==> config.mk <==
export PLATFORM = sky130hd
export DESIGN_NAME = port3_pin_control
export DESIGN_NICKNAME = d
export VERILOG_FILES = /design/src/port3_pkg.sv /design/src/port3_pin_sync.sv /design/src/port3_pad_drive.sv /design/src/port3_pin_control.sv
export VERILOG_INCLUDE_DIRS = /design/src /design/src/src
export SDC_FILE = /design/constraint.sdc
export NUM_CORES = 1
export LEC_CHECK = 0
export ABC_AREA = 1
export ABC_CLOCK_PERIOD_IN_PS = 2250
export BUFFER_PORTS_ARGS = -buffer_cell sky130_fd_sc_hd__buf_4
export CAP_MARGIN = 20
export CORE_MARGIN = 3
export CORE_UTILIZATION = 48
export CTS_BUF_LIST = sky130_fd_sc_hd__clkbuf_4 sky130_fd_sc_hd__clkbuf_8 sky130_fd_sc_hd__clkbuf_16
export DETAILED_ROUTE_END_ITERATION = 10
export PLACE_DENSITY = 0.85
export SETUP_SLACK_MARGIN = 0.2
export SYNTH_ARGS = -nofsm -noshare
export SYNTH_HDL_FRONTEND = slang
export SYNTH_SLANG_ARGS = --single-unit
export TNS_END_PERCENT = 5
==> constraint.sdc <==
create_clock -name i_mclk -period 2.25 [get_ports i_mclk]
set_clock_uncertainty 0.15 [all_clocks]
set_input_delay 0.1125 -clock i_mclk [delete_from_list [all_inputs] [get_ports i_mclk]]
set_output_delay 0.1125 -clock i_mclk [all_outputs]
set_load 0.005 [all_outputs]
==> src/port3_defs.svh <==
/*
 * constants of the port 3 pin block: byte addresses, field masks,
 * reset values and widths.
 * assumes inclusion by bare name from the package and the modules.
 */
`ifndef PORT3_DEFS_SVH
`define PORT3_DEFS_SVH

// ==========================================================
// widths
`define P3_PIN_W              5
`define P3_BUS_W              32
`define P3_REG_W              8
`define P3_SYNC_STAGES        2

// ==========================================================
// byte addresses
`define P3_DRIVE_GATE_ADDR    32'h4002_00c4
`define P3_RESISTOR_EN_ADDR   32'h4002_00c8
`define P3_INPUT_GATE_ADDR    32'h4002_00cc
`define P3_PIN_SAMPLE_ADDR    32'h4002_00d0
`define P3_DRIVE_VALUE_ADDR   32'h4002_00d4
`define P3_DRIVE_HIGH_ADDR    32'h4002_00d8

// ==========================================================
// fields: usable lines at bits 4, 2, 1, 0
`define P3_LINE_MASK          5'h17
`define P3_LINE_ZERO_POS      0
`define P3_LINE_ONE_POS       1
`define P3_LINE_TWO_POS       2
`define P3_LINE_FOUR_POS      4

// ==========================================================
// reset values
`define P3_DRIVE_GATE_RST     5'h00
`define P3_RESISTOR_EN_RST    5'h00
`define P3_INPUT_GATE_RST     5'h00
`define P3_DRIVE_VALUE_RST    5'h00
`define P3_RDATA_RST          32'h0000_0000

`endif

==> src/port3_pkg.sv <==
/*
 * types shared by the port 3 pin block.
 * assumes port3_defs.svh is on the include path.
 */
`include "port3_defs.svh"

package port3_pkg;

    // ==========================================================
    // carriers
    typedef logic [`P3_PIN_W-1:0] pin_vec_t;

    typedef struct packed {
        pin_vec_t value;
        pin_vec_t drive;
        pin_vec_t pull;
    } pad_ctrl_t;

    typedef struct packed {
        logic [`P3_BUS_W-1:0] addr;
        logic [`P3_BUS_W-1:0] wdata;
        logic                 wr;
        logic                 rd;
    } bus_req_t;

endpackage

==> src/port3_pin_sync.sv <==
/*
 * two-stage synchroniser for the port 3 pins and the gated sample register.
 * assumes pins are asynchronous to i_mclk; gate comes from i_mclk logic.
 */
`timescale 1ns/100ps
`default_nettype none
`include "port3_defs.svh"

module port3_pin_sync
    import port3_pkg::*;
(
    input  wire logic     i_mclk,
    input  wire logic     i_resetn,
    input  wire pin_vec_t i_pin,
    input  wire pin_vec_t i_gate,
    output var  pin_vec_t o_sample
);

    pin_vec_t meta_r;
    pin_vec_t sync_r;

    // ==========================================================
    // synchroniser
    always_ff @(posedge i_mclk) begin
        if (!i_resetn) begin
            meta_r <= '0;
            sync_r <= '0;
        end else begin
            meta_r <= i_pin;
            sync_r <= meta_r;
        end
    end

    // ==========================================================
    // sample register, closed lines read low
    always_ff @(posedge i_mclk) begin
        if (!i_resetn) begin
            o_sample <= '0;
        end else begin
            o_sample <= sync_r & i_gate & `P3_LINE_MASK;
        end
    end

endmodule // port3_pin_sync
`default_nettype wire

==> src/port3_pad_drive.sv <==
/*
 * registered pad controls: output level, output enable, pull-up enable.
 * assumes the pad cell resolves the wire from level and enable.
 */
`timescale 1ns/100ps
`default_nettype none
`include "port3_defs.svh"

module port3_pad_drive
    import port3_pkg::*;
(
    input  wire logic      i_mclk,
    input  wire logic      i_resetn,
    input  wire pad_ctrl_t i_ctrl,
    output var  pin_vec_t  o_pin_out,
    output var  pin_vec_t  o_pin_oe,
    output var  pin_vec_t  o_pull_en
);

    // ==========================================================
    // pad registers
    always_ff @(posedge i_mclk) begin
        if (!i_resetn) begin
            o_pin_out <= `P3_DRIVE_VALUE_RST;
            o_pin_oe  <= `P3_DRIVE_GATE_RST;
            o_pull_en <= `P3_RESISTOR_EN_RST;
        end else begin
            o_pin_out <= i_ctrl.value & `P3_LINE_MASK;
            o_pin_oe  <= i_ctrl.drive & `P3_LINE_MASK;
            o_pull_en <= i_ctrl.pull  & `P3_LINE_MASK;
        end
    end

endmodule // port3_pad_drive
`default_nettype wire

==> src/port3_pin_control.sv <==
/*
 * port 3 pin block: register file on a plain strobe port, four usable
 * lines at bits 4, 2, 1, 0 with pull-up, input gate, sample, output
 * value, output enable and write-one-to-set.
 * assumes a single-cycle strobe master on i_mclk; pins are asynchronous.
 */
// Summary of operation
// pull-up bit high switches its line's pull-up on, low switches it off.
// pull-up register is zero after reset, no pull-up active.
// software opens a line's input gate before trusting its sampled value.
// input gate bit high connects the line's input path, low disconnects it.
// sample register shows a registered copy of each line's level.
// output value bit drives its line high or low; register reads back.
// output value register is zero after reset.
// writing one to the set register raises that line; zeros change nothing.
// software uses only the normal addresses, never an alias region.
// per-line drive enable decides whether the output value reaches the pin.
// reserved bits 7 to 5 and 3 ignore writes and touch no pin.
`timescale 1ns/100ps
`default_nettype none
`include "port3_defs.svh"

module port3_pin_control
    import port3_pkg::*;
(
    input  wire logic                 i_mclk,
    input  wire logic                 i_resetn,
    input  wire logic [`P3_BUS_W-1:0] i_addr,
    input  wire logic [`P3_BUS_W-1:0] i_wdata,
    input  wire logic                 i_wr,
    input  wire logic                 i_rd,
    output var  logic [`P3_BUS_W-1:0] o_rdata,
    input  wire pin_vec_t             i_pin_in,
    output var  pin_vec_t             o_pin_out,
    output var  pin_vec_t             o_pin_oe,
    output var  pin_vec_t             o_pull_en
);

    // ==========================================================
    // helpers
    function automatic logic reg_hit(input bus_req_t r, input logic [`P3_BUS_W-1:0] a);
        reg_hit = (r.addr == a);
    endfunction

    function automatic pin_vec_t line_bits(input logic [`P3_BUS_W-1:0] d);
        line_bits = d[`P3_PIN_W-1:0] & `P3_LINE_MASK;
    endfunction

    function automatic logic [`P3_BUS_W-1:0] widen(input pin_vec_t v);
        widen = {{(`P3_BUS_W-`P3_PIN_W){1'b0}}, v & `P3_LINE_MASK};
    endfunction

    // ==========================================================
    // declarations
    bus_req_t  req;
    pad_ctrl_t pad_ctrl;
    pin_vec_t  drive_gate_r;
    pin_vec_t  resistor_enable_r;
    pin_vec_t  input_gate_r;
    pin_vec_t  drive_value_r;
    pin_vec_t  drive_value_nxt;
    pin_vec_t  pin_sample;
    logic      wr_drive_gate;
    logic      wr_resistor;
    logic      wr_input_gate;
    logic      wr_drive_value;
    logic      wr_drive_high;
    logic [`P3_BUS_W-1:0] rdata_nxt;

    assign req = '{addr: i_addr, wdata: i_wdata, wr: i_wr, rd: i_rd};

    // ==========================================================
    // write decode, unmapped and read-only addresses ignore writes
    assign wr_drive_gate  = req.wr && reg_hit(req, `P3_DRIVE_GATE_ADDR);
    assign wr_resistor    = req.wr && reg_hit(req, `P3_RESISTOR_EN_ADDR);
    assign wr_input_gate  = req.wr && reg_hit(req, `P3_INPUT_GATE_ADDR);
    assign wr_drive_value = req.wr && reg_hit(req, `P3_DRIVE_VALUE_ADDR);
    assign wr_drive_high  = req.wr && reg_hit(req, `P3_DRIVE_HIGH_ADDR);

    // ==========================================================
    // pull-up enables
    always_ff @(posedge i_mclk) begin
        if (!i_resetn) begin
            resistor_enable_r <= `P3_RESISTOR_EN_RST;
        end else if (wr_resistor) begin
            resistor_enable_r <= line_bits(req.wdata);
        end
    end

    // ==========================================================
    // input gates
    always_ff @(posedge i_mclk) begin
        if (!i_resetn) begin
            input_gate_r <= `P3_INPUT_GATE_RST;
        end else if (wr_input_gate) begin
            input_gate_r <= line_bits(req.wdata);
        end
    end

    // ==========================================================
    // drive enables
    always_ff @(posedge i_mclk) begin
        if (!i_resetn) begin
            drive_gate_r <= `P3_DRIVE_GATE_RST;
        end else if (wr_drive_gate) begin
            drive_gate_r <= line_bits(req.wdata);
        end
    end

    // ==========================================================
    // output value: plain write or write-one-to-set
    always_comb begin
        drive_value_nxt = drive_value_r;
        if (wr_drive_value) begin
            drive_value_nxt = line_bits(req.wdata);
        end else if (wr_drive_high) begin
            drive_value_nxt = drive_value_r | line_bits(req.wdata);
        end
    end

    always_ff @(posedge i_mclk) begin
        if (!i_resetn) begin
            drive_value_r <= `P3_DRIVE_VALUE_RST;
        end else begin
            drive_value_r <= drive_value_nxt & `P3_LINE_MASK;
        end
    end

    // ==========================================================
    // read path, data valid only in the cycle after the strobe
    always_comb begin
        rdata_nxt = `P3_RDATA_RST;
        if (req.rd) begin
            case (req.addr)
                `P3_DRIVE_GATE_ADDR:  rdata_nxt = widen(drive_gate_r);
                `P3_RESISTOR_EN_ADDR: rdata_nxt = widen(resistor_enable_r);
                `P3_INPUT_GATE_ADDR:  rdata_nxt = widen(input_gate_r);
                `P3_PIN_SAMPLE_ADDR:  rdata_nxt = widen(pin_sample);
                `P3_DRIVE_VALUE_ADDR: rdata_nxt = widen(drive_value_r);
                default:              rdata_nxt = `P3_RDATA_RST;
            endcase
        end
    end

    always_ff @(posedge i_mclk) begin
        if (!i_resetn) begin
            o_rdata <= `P3_RDATA_RST;
        end else begin
            o_rdata <= rdata_nxt;
        end
    end

    // ==========================================================
    // pin input path
    port3_pin_sync u_pin_sync (
        .i_mclk   (i_mclk),
        .i_resetn (i_resetn),
        .i_pin    (i_pin_in),
        .i_gate   (input_gate_r),
        .o_sample (pin_sample)
    );

    // ==========================================================
    // pad controls
    assign pad_ctrl = '{value: drive_value_r, drive: drive_gate_r, pull: resistor_enable_r};

    port3_pad_drive u_pad_drive (
        .i_mclk    (i_mclk),
        .i_resetn  (i_resetn),
        .i_ctrl    (pad_ctrl),
        .o_pin_out (o_pin_out),
        .o_pin_oe  (o_pin_oe),
        .o_pull_en (o_pull_en)
    );
endmodule // port3_pin_control
`default_nettype wire

==> metrics.md <==
| Metric | Value |
|---|---|
| CTS resizes | 0 |
| Overall power | roughly 1.4 mW |
| WL/cell | 11.2 um |
| Clock tree buffer depth | 2 |
| Simple-Gate Fraction of Synth Area | 37.5% |
| Sw Ratio | between 20% and 30% |
| Share of the synthesized area in the top cell type | between 30% and 40% |
| Antenna diodes | 0 |
| CTS H-Tree Depth | 2 |
| Critical path peak fanout | 8 |
| Max Slew Vio Count | 0 |
| Chip width | approximately 74 um |
| Final WL | ~4.7 mm |
| Tcrit/Tclk final | between 50% and 60% |
| Gate power share | a little over a tenth |
| Peak Freq | around 0.82 GHz |
| EDFF count, synth | 0 |
| Post-synthesis adder-cell area fraction | 0% |
| Clk pwr share | between 30% and 40% |
| Layout cell share with drive strength beyond 1 | between 20% and 30% |
| Via count | approximately 2000 |
| Global route overflow | 0 |
| DPL Wire Length | approximately 3.6 mm |
| Pin count of the biggest net entering global routing | 36 |
| Largest family of logic cells by synthesized area | simple AND/OR/NAND/NOR gates |
| Total CTS buffers | 5 |
| Clock root cell | clkbuf_8 |
| Clock Sinks | 44 |
| Peak VDD IR | roughly 0.42 mV |
| #FFs+latches synth | between 40 and 50 |
| Final min period | about 1200 ps |
| Hold path depth | 3 |
| CTS tree | yes |
| Net Sw Power | about 0.33 mW |
| Number of setup buffers added after CTS | 0 |
| Port Buf Inserts | 59 |
| R2R cell count | 4 |
| Most frequent CP cell | inv_2 |
| Fin util | about 62% |
| Fill count | roughly 400 |
| Async S/R FF share, synth | 0% |
| Worst hold slack | between 30 and 40 ps |
| Slowest stage delay, CP | about 240 ps |
| RSZ-0062 raised after global routing | false |
| Startpoint Class | primary input |
| WS Path Type | in2reg |
| Vias in the first global route | 1775 |
| Outcome | complete, no violations |
| Overall global routing resource usage | approximately 17% |
| PD cells | between 500 and 600 mW/mm^2 |
| Synth Cell Area | 0.00222 mm^2 |
| Num ports | 120 |
| Clock-pin slew on the worst setup and hold paths | roughly 80 ps |
| Hold Fails Final Rpt | 0 |
| Core ar. | between 0.004 and 0.005 mm^2 |
| Syn avg cell area | 7.34 um^2 |
| Lkg Pwr | 1.50 nW |
| Worst path cell trace | buf_4 -> inv_2 -> nand2_1 -> nor2_8 -> nand2_2 -> nor2_4 -> inv_2 -> nor3_1 -> a21oi_1 |
| Endpoints failing setup | 0 |
| Nets | approximately 440 |
| FP Rows | 24 |
| Die ar. | 0.00549 mm^2 |
| Slowest CP cell | nor3_1 |
| Via/cell ratio | 4.63 |
| Seq pwr share | between 50% and 60% |
| Synth cell types | 23 |
| Compound-cell area share of the yosys netlist | between 4 and 5% |
| DRC violations left | 0 |
| Chip height | 74.1 um |
| Initial antenna violation count | 0 |
| Commonest cells post-synth | nand2_1, nor2_1, dfxtp_1 |
| CP required | 2270 ps |
| Post-route ant nets | 0 |
| Xor/xnor cell area share of the yosys netlist | 0% |
| CP endpoint kind | flip-flop |
| DRT iter0 DRCs | 145 |
| Clk Latency, worst-skew pair | roughly 290 ps |
| Initial core utilization | roughly half |
| PnR worst setup slack | 1020 ps |
| Top_reg_cell synth | dfxtp_1 |
| DP Worst Slack | between 700 and 800 ps |
| Sequential share of the synthesized area | about two fifths |
| Final TNS setup | 0 ps |
| Count leader, synth | nand2_1 |
| Routability cong. | between 0.8 and 0.9 |
| Global-route wire length before repair | approximately 7.5 mm |
| Largest area contributor in the netlist | dfxtp_1 |
| Area Overhead vs Synth | 23.8% |
| Arrival time worst endpoint | about 1300 ps |
| Max-cap viol count | 0 |
| Mux cell area share after synthesis | 0% |
| Synth area leaders | dfxtp_1, buf_4, nand2_1 |
| DR pass1 iterations | 5 |
| Pint | 1.10 mW |
| Syn. warnings | 0 |
| Cells after synthesis | around 300 |
| Hold WC Path Type | in2reg |
==> path summary, 6_finish.rpt <==
check	startpoint	endpoint	slack [ps]
max	i_addr[5]	resistor_enable_r[1]	1020
min	i_wr	drive_gate_r[1]	30
max reg2reg	input_gate_r[0]	o_rdata[0]	1290
min reg2reg	u_pin_sync.meta_r[2]	u_pin_sync.sync_r[2]	270
==> kinds of logic (layout without fill, tap and decap cells) <==
family	after synthesis	count (layout)
compound gates	22	22
buf+inv	71	109
flops	44	44
other cells	1	31
simple gates	165	165
==> worst max-delay path, delay by kind of cell <==
kind	cells	cell delay, ps
and+or+nand+nor	5	850
AOI/OAI and AO/OA	1	60
buffers and inverters	3	230
==> cells in the final DEF, fill, tap and decap left out <==
cell            n
nor2_1         48
nor2_2          7
clkinv_4        1
inv_2           7
a21oi_1         8
nor2_4          3
nand2_4         4
nand3_2         1
buf_4          59
dfxtp_1        44
clkinv_2        2
nand2_1        60
nand3_1        26
o21ai_1        14
nand4_2         3
nor2_8          3
clkbuf_8        6
conb_1         31
dlygate4sd3_1   8
nor3_1          4
nand2_2         5
inv_1          26
nor3_4          1
==> layout make-up <==
cell class / instances / area (um^2) / area share, %
repair buffers: 67 / 523 / 19.0
clock buffers: 6 / 82.6 / 3.00
well taps: 52 / 65.1 / 2.36
multi-input cells: 218 / 1060 / 38.5
flip-flops and latches: 44 / 881 / 32.0
clock inverters: 2 / 10.0 / 0.363
inverters: 34 / 133 / 4.82
==> timing repair <==
item | in CTS | in global routing
endpoints found under the setup margin | 0 | 0
endpoints found under the hold margin | 19 | 0
hold buffers | 8 | 0
==> power by group through the flow <==
stage               clock network, mW  registers, mW  logic (mW)
finish                          0.492          0.786       0.150
global placement                    0          0.804       0.132
detailed placement                  0          0.804       0.136
floorplan                           0          0.804       0.102
global route                    0.534          0.787       0.166
CTS                             0.500          0.786       0.148
==> metal layers <==
| layer | global-route usage, % | share of wire [%] | wire (um) | up-vias |
|---|---|---|---|---|
| met5 | 0 | 0 | 0 | - |
| met4 | 6.44 | 1.7 | 83 | 0 |
| met3 | 4.59 | 8.0 | 378 | 12 |
| met2 | 31.6 | 52 | 2460 | 89 |
| met1 | 19.7 | 38 | 1830 | 856 |
| li1 | - | - | - | 1003 |
==> per-stage QoR <==
stage / std cells / area [um^2]
global placement: 407 / 2580
floorplan: 333 / 2340
CTS: 423 / 2750
global route: 423 / 2750
detailed placement: 407 / 2580
finish: 423 / 2750
No activity file was read; power rests on OpenSTA's default activity.
